$ cat src/dps_defines.vh
// Behaviour
// - plain read/write only relied on when port addresses differ.
// - never assert flag select with port enabled and a lane select low.
// - devices cascade for wider words; master makes busy, slaves take it.
// - opposite enables allow depth expansion by upper address decode.
`ifndef DPS_DEFINES_VH
`define DPS_DEFINES_VH
// ----------------------------------------------------------------
// register offsets of the controller
// ----------------------------------------------------------------
`define DPS_REG_CTRL    12'h000
`define DPS_REG_ADDR    12'h004
`define DPS_REG_WDATA   12'h008
`define DPS_REG_RDATA   12'h00C
`define DPS_REG_STATUS  12'h010
// ----------------------------------------------------------------
// control field positions
// ----------------------------------------------------------------
`define DPS_CTRL_GO     0
`define DPS_CTRL_WRITE  1
`define DPS_CTRL_FLAG   2
`define DPS_CTRL_HLANE  3
`define DPS_CTRL_LLANE  4
`define DPS_CTRL_WAITB  5
// ----------------------------------------------------------------
// status field positions
// ----------------------------------------------------------------
`define DPS_ST_BUSY     0
`define DPS_ST_DONE     1
`define DPS_ST_BUSYPIN  2
`define DPS_ST_INTPIN   3
// ----------------------------------------------------------------
// reset values and timing
// ----------------------------------------------------------------
`define DPS_CTRL_RST    6'h18
`define DPS_ACCESS_NS   15
`define DPS_CLK_NS      8
`define DPS_ACCESS_CYC  ((`DPS_ACCESS_NS + `DPS_CLK_NS - 1) / `DPS_CLK_NS)
`endif

$ cat src/dps_host.v
`timescale 1ns/1ps
`default_nettype none
`include "dps_defines.vh"
// ----------------------------------------------------------------
// host controller driving one port of the two-port memory
// ----------------------------------------------------------------
module dps_host
#(
   parameter AW = 15,
   parameter DW = 16
)
(
   // clock and reset
   input  wire          clk,
   input  wire          rstn,
   // apb slave
   input  wire          psel,
   input  wire          penable,
   input  wire          pwrite,
   input  wire [11:0]   paddr,
   input  wire [31:0]   pwdata,
   output reg  [31:0]   prdata,
   output wire          pready,
   output wire          pslverr,
   // memory port pins
   output reg           port_select_low,
   output reg           port_select_high,
   output reg           rw_n,
   output reg           out_en_n,
   output reg           high_lane_select_n,
   output reg           low_lane_select_n,
   output reg           flag_select_n,
   output reg  [AW-1:0] addr,
   input  wire [DW-1:0] data_i,
   output reg  [DW-1:0] data_o,
   output reg           data_oe,
   // flags from the device
   input  wire          busy_n,
   input  wire          int_n
);
   localparam [2:0] S_IDLE  = 3'd0;
   localparam [2:0] S_SETUP = 3'd1;
   localparam [2:0] S_STRB  = 3'd2;
   localparam [2:0] S_REL   = 3'd3;
   localparam [2:0] S_GAP   = 3'd4;
   // strobe count is worked out as an integer and cut to the counter width
   localparam integer ACC_CYC_I = `DPS_ACCESS_CYC;
   localparam [3:0]   ACC_CYC   = ACC_CYC_I[3:0];

   reg  [1:0]    rst_sync_r;
   wire          rst_n = rst_sync_r[1];
   reg  [5:0]    ctrl_r;
   // fifteen address bits reach all 32K words of 16 bits
   reg  [AW-1:0] addr_r;
   reg  [DW-1:0] wdata_r;
   reg  [DW-1:0] rdata_r;
   reg  [2:0]    state_r;
   reg  [3:0]    cnt_r;
   reg           done_r;
   reg           go_r;
   reg  [2:0]    state_nxt;
   reg  [3:0]    cnt_nxt;
   reg  [DW-1:0] din_r;
   wire [1:0]    pins_s;
   wire          busy_s = ~pins_s[0];
   wire          int_s  = ~pins_s[1];
   wire          active = (state_r != S_IDLE);
   wire          wr_en  = psel & penable & pwrite;
   wire          is_flag = ctrl_r[`DPS_CTRL_FLAG];
   wire          hold_busy = ctrl_r[`DPS_CTRL_WAITB] & busy_s;

   // ----------------------------------------------------------------
   // reset release and pin synchronisers
   // ----------------------------------------------------------------
   // reset arrives asynchronously but leaves on the clock
   always @(posedge clk or negedge rstn)
   begin
      if (!rstn)
         rst_sync_r <= 2'b00;
      else
         rst_sync_r <= {rst_sync_r[0], 1'b1};
   end

   // busy and interrupt are asynchronous device outputs, always driven,
   // so no pull is needed; busy comes from the chain master's output
   dps_sync2 #(.W(2)) u_sync
   (
      .clk   (clk),
      .rst_n (rst_n),
      .d     ({int_n, busy_n}),
      .q     (pins_s)
   );

   // ----------------------------------------------------------------
   // apb register file
   // ----------------------------------------------------------------
   assign pready  = 1'b1;
   assign pslverr = 1'b0;

   // read mux; unmapped offsets read zero
   always @*
   begin
      case (paddr)
         `DPS_REG_CTRL:   prdata = {26'h0, ctrl_r};
         `DPS_REG_ADDR:   prdata = {{(32-AW){1'b0}}, addr_r};
         `DPS_REG_WDATA:  prdata = {{(32-DW){1'b0}}, wdata_r};
         `DPS_REG_RDATA:  prdata = {{(32-DW){1'b0}}, rdata_r};
         `DPS_REG_STATUS: prdata = {28'h0, int_s, busy_s, done_r, active};
         default:         prdata = 32'h0;
      endcase
   end

   // register writes; a go while active is ignored
   always @(posedge clk or negedge rst_n)
   begin
      if (!rst_n)
      begin
         ctrl_r  <= `DPS_CTRL_RST;
         addr_r  <= {AW{1'b0}};
         wdata_r <= {DW{1'b0}};
         go_r    <= 1'b0;
      end
      else
      begin
         go_r <= 1'b0;
         if (wr_en && paddr == `DPS_REG_CTRL && !active)
         begin
            ctrl_r <= pwdata[5:0];
            go_r   <= pwdata[`DPS_CTRL_GO];
         end
         if (wr_en && paddr == `DPS_REG_ADDR && !active)
            addr_r <= pwdata[AW-1:0];
         if (wr_en && paddr == `DPS_REG_WDATA && !active)
            wdata_r <= pwdata[DW-1:0];
      end
   end

   // ----------------------------------------------------------------
   // read data capture
   // ----------------------------------------------------------------
   // the data pins are asynchronous too; this flop plus rdata_r makes two,
   // and the strobe is held long enough that the word is settled here
   always @(posedge clk or negedge rst_n)
   begin
      if (!rst_n)
         din_r <= {DW{1'b0}};
      else
         din_r <= data_i;
   end

   // ----------------------------------------------------------------
   // sequencer state and strobe counter
   // ----------------------------------------------------------------
   // next state; the pin actions below key off the same conditions
   always @*
   begin
      state_nxt = state_r;
      cnt_nxt   = cnt_r;
      case (state_r)
         S_IDLE:
         begin
            if (go_r)
               state_nxt = S_SETUP;
         end
         S_SETUP:
         begin
            if (!hold_busy)
            begin
               cnt_nxt   = ACC_CYC;     // strobe stands ACC_CYC + 1 cycles
               state_nxt = S_STRB;
            end
         end
         S_STRB:
         begin
            if (cnt_r != 4'h0)
               cnt_nxt = cnt_r - 4'h1;
            else
               state_nxt = S_REL;
         end
         S_REL:
            state_nxt = S_GAP;
         S_GAP:
            state_nxt = S_IDLE;
         default:
            state_nxt = S_IDLE;
      endcase
   end

   // state register, kept apart from the pin block so that
   // one process owns each register
   always @(posedge clk or negedge rst_n)
   begin
      if (!rst_n)
      begin
         state_r <= S_IDLE;
         cnt_r   <= 4'h0;
      end
      else
      begin
         state_r <= state_nxt;
         cnt_r   <= cnt_nxt;
      end
   end

   // ----------------------------------------------------------------
   // port sequencer
   // ----------------------------------------------------------------
   // setup drives address and selects, strobe holds for access time,
   // release raises the strobe so a flag write lands on the rising edge
   always @(posedge clk or negedge rst_n)
   begin
      if (!rst_n)
      begin
         done_r             <= 1'b0;
         rdata_r            <= {DW{1'b0}};
         port_select_low    <= 1'b1;  // deselected, standby
         port_select_high   <= 1'b0;
         rw_n               <= 1'b1;
         out_en_n           <= 1'b1;
         high_lane_select_n <= 1'b1;
         low_lane_select_n  <= 1'b1;
         flag_select_n      <= 1'b1;
         addr               <= {AW{1'b0}};
         data_o             <= {DW{1'b0}};
         data_oe            <= 1'b0;
      end
      else
      begin
         case (state_r)
            S_IDLE:
            begin
               if (go_r)
               begin
                  done_r <= 1'b0;
                  addr   <= addr_r;
                  if (is_flag)
                  begin
                     // memory idle and both lanes off for flag access
                     port_select_low    <= 1'b1;
                     port_select_high   <= 1'b0;
                     high_lane_select_n <= 1'b1;
                     low_lane_select_n  <= 1'b1;
                     flag_select_n      <= 1'b0;
                     data_o <= {{(DW-1){1'b0}}, wdata_r[0]};
                  end
                  else
                  begin
                     port_select_low    <= 1'b0;
                     port_select_high   <= 1'b1;
                     high_lane_select_n <= ~ctrl_r[`DPS_CTRL_HLANE];
                     low_lane_select_n  <= ~ctrl_r[`DPS_CTRL_LLANE];
                     flag_select_n      <= 1'b1;
                     data_o             <= wdata_r;
                  end
               end
            end
            S_SETUP:
            begin
               // wait out busy if asked, so the device holds no write
               // without the wait, same-address access is left to the cells
               if (!hold_busy)
               begin
                  if (ctrl_r[`DPS_CTRL_WRITE])
                  begin
                     rw_n    <= 1'b0;
                     data_oe <= 1'b1;
                  end
                  else
                     out_en_n <= 1'b0;
               end
            end
            S_STRB:
            begin
               // counter runs out: take the settled word and raise the strobes
               if (cnt_r == 4'h0)
               begin
                  if (!ctrl_r[`DPS_CTRL_WRITE])
                     rdata_r <= din_r;   // flag reads show value on all bits
                  rw_n     <= 1'b1;      // rising strobe commits flag write
                  out_en_n <= 1'b1;
               end
            end
            S_REL:
            begin
               // data held one cycle past the strobe edge for hold time
               data_oe            <= 1'b0;
               port_select_low    <= 1'b1;
               port_select_high   <= 1'b0;
               high_lane_select_n <= 1'b1;
               low_lane_select_n  <= 1'b1;
               flag_select_n      <= 1'b1;
            end
            S_GAP:
            begin
               done_r  <= 1'b1;
            end
            default:
               data_oe <= 1'b0;   // stray code: let go of the data bus
         endcase
      end
   end
endmodule // dps_host
`default_nettype wire

$ cat src/dps_sync2.v
`timescale 1ns/1ps
`default_nettype none
// ----------------------------------------------------------------
// two-flop synchroniser, one per bit
// ----------------------------------------------------------------
module dps_sync2
#(
   parameter W = 1
)
(
   // clock and reset
   input  wire         clk,
   input  wire         rst_n,
   // level in and out
   input  wire [W-1:0] d,
   output wire [W-1:0] q
);
   reg [W-1:0] meta_r;
   reg [W-1:0] sync_r;

   // first flop feeds only the second; resets to ones, the idle level of
   // the active-low flags, so no false assertion shows right after reset
   always @(posedge clk or negedge rst_n)
   begin
      if (!rst_n)
      begin
         meta_r <= {W{1'b1}};
         sync_r <= {W{1'b1}};
      end
      else
      begin
         meta_r <= d;
         sync_r <= meta_r;
      end
   end
   assign q = sync_r;
endmodule // dps_sync2
`default_nettype wire

$ cat config.mk
export PLATFORM = sky130hd
export DESIGN_NAME = dps_host
export DESIGN_NICKNAME = d
export VERILOG_FILES = /design/src/dps_host.v /design/src/dps_sync2.v
export VERILOG_INCLUDE_DIRS = /design/src /design/src/src
export SDC_FILE = /design/constraint.sdc
export NUM_CORES = 1
export LEC_CHECK = 0
export ABC_AREA = 1
export BUFFER_PORTS_ARGS = -buffer_cell sky130_fd_sc_hd__buf_2
export CAP_MARGIN = 20
export CORE_ASPECT_RATIO = 1.1
export CORE_MARGIN = 10
export CORE_UTILIZATION = 30
export CTS_CLUSTER_SIZE = 40
export DETAILED_ROUTE_END_ITERATION = 12
export HOLD_SLACK_MARGIN = 0.12
export PLACE_DENSITY_LB_ADDON = 0.2
export SLEW_MARGIN = 5
export SYNTH_ARGS = -nofsm -noshare
export SYNTH_HDL_FRONTEND = slang
export SYNTH_SLANG_ARGS = --single-unit
$ cat constraint.sdc
create_clock -name clk -period 10.75 [get_ports clk]
set_input_delay 1.075 -clock clk [delete_from_list [all_inputs] [get_ports clk]]
set_output_delay 1.075 -clock clk [all_outputs]
set_load 0.005 [all_outputs]
==> results of run 1 <==
## final cells by class
cell class                      count  area, sq um
Fill cell                        1764        10560
Sequential cell                   123         3097
Multi-Input combinational cell    375         1703
Timing Repair Buffer              108        560.5
Clock buffer                       25        505.5
Tap cell                          234        292.8
Inverter                           67        251.5
Clock inverter                      7        110.1
Antenna cell                        1        2.502
## power groups by stage
stage / Clock (mW) / Combinational, mW / Sequential (mW)
6_report: 0.586 / 0.149 / 0.553
5_1_grt: 0.624 / 0.175 / 0.560
4_1_cts: 0.600 / 0.151 / 0.554
3_5_place_dp: 0 / 0.151 / 0.562
3_3_place_gp: 0 / 0.143 / 0.559
2_1_floorplan: 0 / 0.111 / 0.553
## cell families (layout without fill, tap and decap cells)
| family | Yosys count | in the layout | share of synthesized area [%] |
|---|---|---|---|
| DFF | 123 | 123 | 59.07 |
| other | 2 | 20 | 0.1434 |
| and+or+nand+nor | 258 | 258 | 21.22 |
| buffers and inverters | 104 | 207 | 9.630 |
| adders and majority gates | 2 | 2 | 0.4778 |
| xor gates and xnor gates | 2 | 2 | 0.3346 |
| AOI/OAI and AO/OA | 94 | 94 | 9.128 |
## flip-flops by register name, summed over array words and instances (netlist names)
name and flops:
out_en_n 1, state_r 3, high_lane_select_n 1, u_sync.meta_r 2, data_oe 1, port_select_high 1
port_select_low 1, flag_select_n 1, ctrl_r 6, wdata_r 16, rst_sync_r 2, rdata_r 16
rw_n 1, din_r 16, addr_r 15, low_lane_select_n 1, cnt_r 4, go_r 1
data_o 16, addr 15, done_r 1, u_sync.q 2
## cell usage in the layout, fill, tap and decap left out, types with 2 or more instances in the layout
cell                        Yosys  routed
sky130_fd_sc_hd__nor2_4         3       3
sky130_fd_sc_hd__nand3_1       42      42
sky130_fd_sc_hd__clkbuf_16      0      17
sky130_fd_sc_hd__ha_1           2       2
sky130_fd_sc_hd__dfrtp_1      111     110
sky130_fd_sc_hd__bufinv_16      0       3
sky130_fd_sc_hd__inv_2          5       5
sky130_fd_sc_hd__clkinv_2       0       4
sky130_fd_sc_hd__a21oi_1        3       3
sky130_fd_sc_hd__buf_2          7     105
sky130_fd_sc_hd__o21ai_0       38      38
sky130_fd_sc_hd__dfstp_2       12      12
sky130_fd_sc_hd__o21ai_1       50      50
sky130_fd_sc_hd__clkbuf_1       5       3
sky130_fd_sc_hd__conb_1         2      19
sky130_fd_sc_hd__nor2_1        28      28
sky130_fd_sc_hd__buf_4         22       2
sky130_fd_sc_hd__nand2_2        2       2
sky130_fd_sc_hd__nor2_2         7       7
sky130_fd_sc_hd__nand2_1      169     169
sky130_fd_sc_hd__clkbuf_8       0       5
sky130_fd_sc_hd__inv_1         59      59
sky130_fd_sc_hd__nand4_1        2       2
sky130_fd_sc_hd__clkinv_1       3       3
## metal layers
metal | part of all wire (%) | wire [um]
met1 | 44 | 6161
met2 | 48 | 6751
met3 | 6.8 | 957
met4 | 1.6 | 221
met5 | 0 | 0
## final timing paths
path                                      end  slack (ps)
min in group asynchronous       rst_sync_r[1]         440
worst min register to register    u_sync.q[0]         350
max in group asynchronous         rdata_r[14]        9070
worst max register to register      addr_r[8]        8770
worst max-delay path                prdata[8]        7160
worst min-delay path              u_sync.q[0]         350
==> impl_metrics.csv, run 1 <==
group,metric,value,unit
sta,whs,354.2,ps
routing,route.final.wire_length,14090,um
clocking,cts_resized,0,
layout,final_cell_count_no_fill,940,
worst_setup_path,worst-endpoint-arrival,2510,ps
power_and_ir_drop,power_switching,0.3258,mW
sta,report.final.hold_viol_count,0,
clocking,cts_inserted_buffers,17,
clocking,clk_path_buf_depth,2,
power_and_ir_drop,power.share.combinational,11.6,%
outcome,status,"finished clean",
sta,worst_slew_margin_rel,37.62,%
global_routing,grt_use_met1,14.96,%
global_routing,globalRouteOverflowTotal,0,
routing,routed_wire_length_per_instance,14.99,um
floorplanning,die_area,23140,sq um
worst_setup_path,worstSetupStartpoint,"paddr[7]",
worst_setup_path,critical_path.max_fanout,17,
place,dp_worst_setup_slack,7145,ps
routing,drt_iter0_markers,248,
clocking,tritoncts_clock_tree,"built",
worst_setup_path,critical_path.endpoint_type,"output port",
synth,synth_largest_type_area_fraction,53.05,%
clocking,clkSlewWorstSetupHoldPaths,50,ps
worst_setup_path,worst_setup_path_class,"in -> out",
layout,drive_above_1_share,24.26,%
floorplanning,rows,50,
floorplanning,die_h,158.6,um
power_and_ir_drop,pwr_density_cell,197.5,nW/um^2
synth,synthesis.yosys.warnings,0,
floorplanning,floorplan.die.width,146.0,um
global_routing,grt_max_degree,74,
sta,setup_skew_after_layout,5.852,ps
layout,areaGrowthSynthToFinish,24.56,%
worst_setup_path,critPathMaxStageDelay,350,ps
worst_setup_path,crit_slowest_cell,"sky130_fd_sc_hd__nor2_4",
sta,finalWorstPathRequiredPeriod,3589,ps
synth,synth_edf_count,0,
synth,yosysUniqueCellTypes,31,
worst_setup_path,timing.rr.start,"state_r[0]",
global_routing,initial_antenna_violation_count,1,
floorplanning,initial_utilization,30.66,%
sta,setup_slack,7161,ps
synth,syn_area,5236,sq um
clocking,total_number_of_clock_tree_sinks,123,
floorplanning,core_area,17080,sq um
clocking,worst_skew_pair.late_latency,410,ps
sta,final_min_period_over_clock_period,33.39,%
synth,average_instance_area_after_synthesis,8.951,sq um
sta,maxClockFrequency,278.6,MHz
worst_setup_path,crit_family,"simple AND/OR/NAND/NOR gates",
synth,yosysSeqAreaShare,59.07,%
worst_setup_path,crit_required,9680,ps
power_and_ir_drop,power.sequential.fraction,42.9,%
place,dp_hpwl,10610,um
power_and_ir_drop,vdd.ir_drop.worst,0.1185,mV
routing,firstDrtPassIters,4,
power_and_ir_drop,power.share.clock,45.5,%
synth,synth_commonest_cells,"sky130_fd_sc_hd__nand2_1 (169), sky130_fd_sc_hd__dfrtp_1 (111), sky130_fd_sc_hd__inv_1 (59)",
global_routing,grt.met2_usage,21.25,%
global_routing,vias_in_the_first_global_route,4373,
global_routing,grt_pass1_wl,23050,um
routing,final_antenna_net_count,0,
synth,synth_top_cell_by_area,"sky130_fd_sc_hd__dfrtp_1",
sta,setup-violations-final,0,
worst_setup_path,cp.buffers_inverters,3,
worst_setup_path,worst_path_most_repeated_cell,"sky130_fd_sc_hd__nand2_1",
worst_setup_path,worstRegToRegCells,8,
place,placed_cells,906,
place,gp_routability_congestion,0.7990,
worst_setup_path,worst_setup_path_start_kind,"input port",
sta,slew_viol_final,0,
power_and_ir_drop,power_report.internal_total,0.9627,mW
place,placement.io_buffers,105,
power_and_ir_drop,sw_frac_of_total,25.28,%
worst_setup_path,timing.critical_path.cells,"buf_2, nor2_1, nand2_1, nor2_4, nand2_1, clkinv_1, nand2_1, nand3_1, buf_2",
floorplanning,ioPinCount,140,
clocking,postCtsHoldBufs,0,
layout,post-route-cell-area,6523,sq um
synth,postSynth.topFlopCell,"sky130_fd_sc_hd__dfrtp_1",
place,detailed_place.area,5884,sq um
routing,drcViolationCount,0,
worst_hold_path,hold_start,"u_sync.meta_r[0]",
layout,final_util,38.19,%
synth,post-synth-top-count-cell,"sky130_fd_sc_hd__nand2_1",
synth,netlist_instances,585,
global_routing,globalRouteMet3Util,4.486,%
global_routing,global_route.peak_usage_layer,"met2",
sta,worstMarginPinSlew,935.7,ps
run,drv_cap,0,
sta,grt_setup_unrepaired,"false",
global_routing,grt.total_usage,12.67,%
synth,ys_top_cells_by_area,"sky130_fd_sc_hd__dfrtp_1 (53%), sky130_fd_sc_hd__nand2_1 (12%), sky130_fd_sc_hd__dfstp_2 (6.0%)",
layout,design.final.nets,761,
routing,routed_via_density,4.330,
worst_hold_path,timing.hold.worst.class,"reg -> reg",
worst_hold_path,whs_path_depth,0,
worst_setup_path,cp.depth,9,
clocking,clock_tree.htree_level_count,4,
sta,tns,0,ps
clocking,clock-root-buffer,"sky130_fd_sc_hd__clkbuf_16",
power_and_ir_drop,post-layout-total-power,1.288,mW
routing,routed-via-count,4070,
power_and_ir_drop,static-leakage-power,3.411,nW
synth,async_flop_share,100.0,%
synth,ys_seq_elements,123,
clocking,buffers_inserted_by_post_cts_timing_repair,0,
Power figures use the tool's default switching activity.
==> run 2, diff against run 1 <==
clock period = 3.5 ns   (was 10.75 ns; I/O delays follow)
==> run 2 against run 1 <==
Against the previous run: non-clock buffer count rose by 19; utilization up 1.3 points; global-route usage hardly changed; combinational power increased to 3.2 times the previous value; clock-buffer cell count rose by 1; clock power grew to 3.3 times the previous value.
==> impl_metrics.csv, run 2 (same netlist as run 1, synthesis figures left out) <==
group,metric,value,unit
outcome,status,"finished clean",
layout,leading_cell_type_in_the_layout_fill_and_taps_excluded,"sky130_fd_sc_hd__nand2_1",
layout,antenna-diode-count,0,
layout,most-common-layout-cells,"sky130_fd_sc_hd__nand2_1 (169), sky130_fd_sc_hd__dfrtp_1 (110), sky130_fd_sc_hd__buf_2 (105)",
place,gp_routability_congestion,0.8331,
sta,setup_skew_after_layout,7.344,ps
run,drv_cap,0,
sta,report.final.hold_viol_count,0,
worst_setup_path,timing.critical_path.cells,"buf_2, nor2_1, nand2_1, nor2_4, nand2_1, clkinv_1, nand2_1, nand3_1, buf_2",
clocking,cts_inserted_buffers,17,
worst_setup_path,worst_path_most_repeated_cell,"sky130_fd_sc_hd__nand2_1",
sta,grt_setup_unrepaired,"false",
global_routing,grt_max_degree,66,
worst_hold_path,timing.hold.worst.class,"in -> reg",
worst_hold_path,hold_start,"pwdata[4]",
floorplanning,floorplan.die.width,146.0,um
routing,final_antenna_net_count,0,
clocking,worst_skew_pair.late_latency,420,ps
clocking,tritoncts_clock_tree,"built",
sta,setup_slack,1376,ps
routing,route.final.wire_length,14220,um
routing,drt_iter0_markers,177,
global_routing,initial_antenna_violation_count,0,
power_and_ir_drop,pwr_density_cell,605.3,nW/um^2
floorplanning,core_area,17080,sq um
sta,setup-violations-final,0,
worst_setup_path,timing.rr.start,"state_r[0]",
global_routing,vias_in_the_first_global_route,4407,
routing,routed_via_density,4.347,
layout,drive_above_1_share,23.62,%
sta,slew_viol_final,0,
place,dp_worst_setup_slack,1238,ps
worst_hold_path,whs_endpoint,"ctrl_r[4]",
routing,drcViolationCount,0,
worst_setup_path,r2r-end,"addr_r[11]",
worst_setup_path,crit_required,3150,ps
sta,final_min_period_over_clock_period,60.70,%
clocking,clkSlewWorstSetupHoldPaths,50,ps
global_routing,grt.total_usage,12.68,%
worst_setup_path,critPathMaxStageDelay,350,ps
worst_setup_path,worst_setup_path_class,"in -> out",
clocking,clock_tree.htree_level_count,4,
clocking,clock-root-buffer,"sky130_fd_sc_hd__clkbuf_16",
floorplanning,die_h,158.6,um
place,dp_hpwl,10680,um
worst_setup_path,reg2reg_setup_slack,1540,ps
sta,worst_slew_margin_rel,43.69,%
floorplanning,initial_utilization,30.66,%
sta,maxClockFrequency,470.7,MHz
worst_hold_path,whs_path_depth,3,
floorplanning,ioPinCount,140,
worst_setup_path,critical_path.endpoint_type,"output port",
sta,worstMarginPinSlew,844.7,ps
sta,finalWorstPathRequiredPeriod,2124,ps
global_routing,globalRouteOverflowTotal,0,
power_and_ir_drop,vdd.ir_drop.worst,0.3713,mV
place,placement.io_buffers,105,
worst_setup_path,worst-endpoint-arrival,1770,ps
worst_setup_path,worst_setup_path_start_kind,"input port",
worst_setup_path,worstRegToRegCells,8,
floorplanning,rows,50,
worst_setup_path,crit_slowest_cell,"sky130_fd_sc_hd__nor2_4",
layout,layout.filler_cells,1742,
worst_setup_path,crit_family,"simple AND/OR/NAND/NOR gates",
routing,routed_wire_length_per_instance,14.84,um
global_routing,grt_pass1_wl,22930,um
clocking,clk_path_buf_depth,2,
layout,design.final.nets,780,
power_and_ir_drop,static-leakage-power,3.502,nW
routing,routed-via-count,4164,
layout,areaGrowthSynthToFinish,28.79,%
sta,tns,0,ps
routing,firstDrtPassIters,4,
floorplanning,die_area,23140,sq um
clocking,total_number_of_clock_tree_sinks,123,
worst_setup_path,cp.buffers_inverters,3,
worst_setup_path,critical_path.max_fanout,17,
run 2: changes by cell type in the layout (fill, tap and decap cells not counted):
cell / change
sky130_fd_sc_hd__dlygate4sd3_1: +19
sky130_fd_sc_hd__bufinv_16: +1
sky130_fd_sc_hd__diode_2: -1
sky130_fd_sc_hd__clkinv_2: -2
sky130_fd_sc_hd__clkbuf_8: +1
run 2: how the worst max path moves through the flow:
stage,depth (start not counted),endpoint,from
after floorplan,0,addr[0],rst_sync_r[1]
after global placement,9,addr_r[9],paddr[5]
after detailed placement,9,addr_r[11],paddr[7]
after CTS,9,prdata[8],paddr[7]
after global routing,9,prdata[14],paddr[7]
final,9,prdata[14],paddr[7]
run 2: metal layers:
metal	track usage, %	share of wire [%]	up-vias
li1	-	-	2061
met1	14.52	43	1968
met3	4.884	6.8	19
met4	4.672	1.6	0
met2	21.21	49	116
met5	0	0	-
run 2: report_power, final:
part / internal, mW / switching, mW / total [mW]
Combinational: 0.177 / 0.298 / 0.476
Sequential: 1.58 / 0.115 / 1.70
Clock: 1.30 / 0.605 / 1.91
run 2: layout make-up:
type                            instances  area (sq um)  share of cell area, %
Sequential cell                       123          3097                  45.92
Multi-Input combinational cell        375          1703                  25.25
Timing Repair Buffer                  127         750.7                  11.13
Clock buffer                           26         519.2                  7.699
Tap cell                              234         292.8                  4.341
Inverter                               67         251.5                  3.729
Clock inverter                          6         130.1                  1.930
run 2: timing repair:
action | CTS | global route
gates resized for setup | 0 | 0
hold buffers | 19 | 0
endpoints found under the hold margin | 20 | 0
buffers inserted | 0 | 0
run 2: worst min-delay path, stage by stage:
cell and delay (ps):
sky130_fd_sc_hd__buf_2 110, sky130_fd_sc_hd__inv_1 50, sky130_fd_sc_hd__o21ai_1 60
run 2: through the flow:
stage                     hold slack [ps]  instance area (sq um)  instances  utilization [%]  power, mW
after floorplan                     54.41                   5301        602                -      2.038
after global placement              134.6                   5904        907            34.57      2.155
after detailed placement            136.9                   5904        907            34.57      2.190
after CTS                           139.6                   6744        958            39.49      4.136
after global routing                157.1                   6744        958            39.49      4.287
final                               156.0                   6744        958            39.49      4.082
==> run 3, diff against run 2 <==
clock period = 2.2 ns   (was 3.5 ns; I/O delays follow)
==> run 3 against run 2 <==
Against the previous run: cell area rose by 2.9%; sequential power increased by 58%; power rose by 54%; critical path depth did not move; clock-buffer cell count decreased by 2; utilization increased by 1.2 points; clock power is 47% higher; non-clock buffer count is 26 higher; sequential share of layout area decreased by 1.3 points; highest routed layer unchanged.
==> impl_metrics.csv, run 3 (same netlist as run 1, synthesis figures left out) <==
group,metric,value,unit
layout,leading_cell_type_in_the_layout_fill_and_taps_excluded,"sky130_fd_sc_hd__nand2_1",
floorplanning,ioPinCount,140,
layout,drive_above_1_share,23.87,%
sta,finalWorstPathRequiredPeriod,1738,ps
sta,grt_setup_unrepaired,"false",
worst_setup_path,worst-endpoint-arrival,1520,ps
clocking,cts_inserted_buffers,17,
clocking,tritoncts_clock_tree,"built",
sta,setup-violations-final,0,
worst_setup_path,timing.critical_path.cells,"buf_2, nor2_2, inv_2, nor2_2, nand2_1, clkinv_1, nand2_1, nand3_1, buf_2",
clocking,clkSlewWorstSetupHoldPaths,50,ps
layout,most-common-layout-cells,"sky130_fd_sc_hd__nand2_1 (169), sky130_fd_sc_hd__dfrtp_1 (110), sky130_fd_sc_hd__buf_2 (105)",
routing,routed-via-count,4357,
layout,multiInputGateArea,1703,sq um
clocking,postCtsHoldBufs,36,
global_routing,vias_in_the_first_global_route,4552,
sta,report.final.hold_viol_count,0,
sta,whs,301.8,ps
power_and_ir_drop,pwr_density_cell,907.7,nW/um^2
worst_setup_path,cp.buffers_inverters,4,
layout,final_util,40.64,%
worst_setup_path,critical_path.endpoint_type,"output port",
routing,drt_iter0_markers,229,
run,drv_cap,0,
sta,setup_skew_after_layout,4.934,ps
worst_hold_path,timing.hold.worst.class,"reg -> async",
layout,layout.filler_cells,1718,
sta,maxClockFrequency,575.2,MHz
worst_setup_path,critPathMaxStageDelay,250,ps
outcome,status,"finished clean",
floorplanning,initial_utilization,30.66,%
power_and_ir_drop,post-layout-total-power,6.301,mW
power_and_ir_drop,vdd.ir_drop.worst,0.5292,mV
routing,routed_wire_length_per_instance,14.67,um
routing,drcViolationCount,0,
floorplanning,die_h,158.6,um
place,placement.io_buffers,105,
clocking,clk_path_buf_depth,2,
worst_setup_path,crit_family,"simple AND/OR/NAND/NOR gates",
sta,final_min_period_over_clock_period,79.02,%
clocking,buffers_inserted_by_post_cts_timing_repair,0,
routing,final_antenna_net_count,0,
layout,register_area,3097,sq um
worst_setup_path,crit_slowest_cell,"sky130_fd_sc_hd__nor2_2",
sta,setup_slack,461.5,ps
global_routing,initial_antenna_violation_count,0,
layout,design.final.nets,806,
global_routing,globalRouteOverflowTotal,0,
routing,firstDrtPassIters,4,
sta,slew_viol_final,0,
routing,routed_via_density,4.428,
routing,route.final.wire_length,14430,um
floorplanning,rows,50,
worst_setup_path,worst_setup_path_class,"in -> out",
floorplanning,die_area,23140,sq um
global_routing,grt.total_usage,12.68,%
place,dp_worst_setup_slack,459.1,ps
global_routing,grt_pass1_wl,23190,um
sta,worst_slew_margin_rel,65.67,%
sta,tns,0,ps
floorplanning,floorplan.die.width,146.0,um
place,dp_hpwl,11030,um
clocking,clock-root-buffer,"sky130_fd_sc_hd__clkbuf_16",
global_routing,grt_max_degree,50,
floorplanning,core_area,17080,sq um
place,gp_routability_congestion,0.8340,
worst_setup_path,crit_required,1980,ps
clocking,clock_tree.htree_level_count,4,
layout,antenna-diode-count,0,
clocking,cts_resized,0,
clocking,worst_skew_pair.late_latency,410,ps
clocking,total_number_of_clock_tree_sinks,123,
worst_setup_path,critical_path.max_fanout,9,
power_and_ir_drop,static-leakage-power,3.601,nW
sta,worstMarginPinSlew,514.9,ps
layout,areaGrowthSynthToFinish,32.57,%
worst_setup_path,worst_setup_path_start_kind,"input port",
==> run 3: changes by cell type in the layout (fill, tap and decap cells not counted) <==
cell / previous run / this run
sky130_fd_sc_hd__clkbuf_8: 6 / 3
sky130_fd_sc_hd__bufinv_16: 4 / 3
sky130_fd_sc_hd__dlygate4sd3_1: 19 / 36
sky130_fd_sc_hd__buf_12: 1 / 2
sky130_fd_sc_hd__clkbuf_1: 3 / 4
sky130_fd_sc_hd__clkinv_2: 2 / 5
sky130_fd_sc_hd__buf_4: 2 / 10
==> run 3: path summary, 6_finish.rpt <==
path                          startpoint             to  slack [ps]  cells past startpoint
hold / removal             rst_sync_r[1]      din_r[12]         300                      0
max in group asynchronous  rst_sync_r[1]  flag_select_n        1190                      1
hold reg to reg            rst_sync_r[1]      din_r[12]         300                      0
setup reg to reg                cnt_r[0]     rdata_r[3]         580                      6
min in group clk           rst_sync_r[0]  rst_sync_r[1]         350                      0
setup / recovery                paddr[1]      prdata[7]         460                      9
==> run 3: power breakdown <==
part	internal, mW	leakage [nW]	switching, mW
clock	1.86	0.298	0.940
combinational	0.309	1.88	0.497
sequential	2.52	1.43	0.175
total	4.69	3.60	1.61
==> run 3: routing by layer <==
metal  vias to the layer above  track usage [%]  part of all wire (%)
met5                         -                0                     0
met4                         0            4.961                   1.6
met3                        25            4.287                   6.7
met2                       141            21.10                    49
met1                      2080            14.86                    43
li1                       2111                -                     -
==> run 3: cell type report <==
type,instances,area share (%)
clock buffer,24,6.939
clock inverter,8,1.658
inverter,67,3.623
multi-input combinational,375,24.53
sequential,123,44.61
tap,234,4.218
timing repair buffer,153,14.42
==> run 3: worst reg2reg max path, stage by stage (launching register included) <==
cell and delay (ps):
sky130_fd_sc_hd__dfrtp_1 390, sky130_fd_sc_hd__inv_1 100, sky130_fd_sc_hd__ha_1 150, sky130_fd_sc_hd__nor3b_2 250, sky130_fd_sc_hd__nand2_4 210, sky130_fd_sc_hd__nor2_8 270
sky130_fd_sc_hd__o21ai_0 120
==> run 3: per-stage QoR <==
step                cells  instance area [sq um]
floorplan             602                   5301
global route          984                   6942
CTS                   984                   6942
global placement      916                   5984
finish                984                   6942
detailed placement    916                   5984
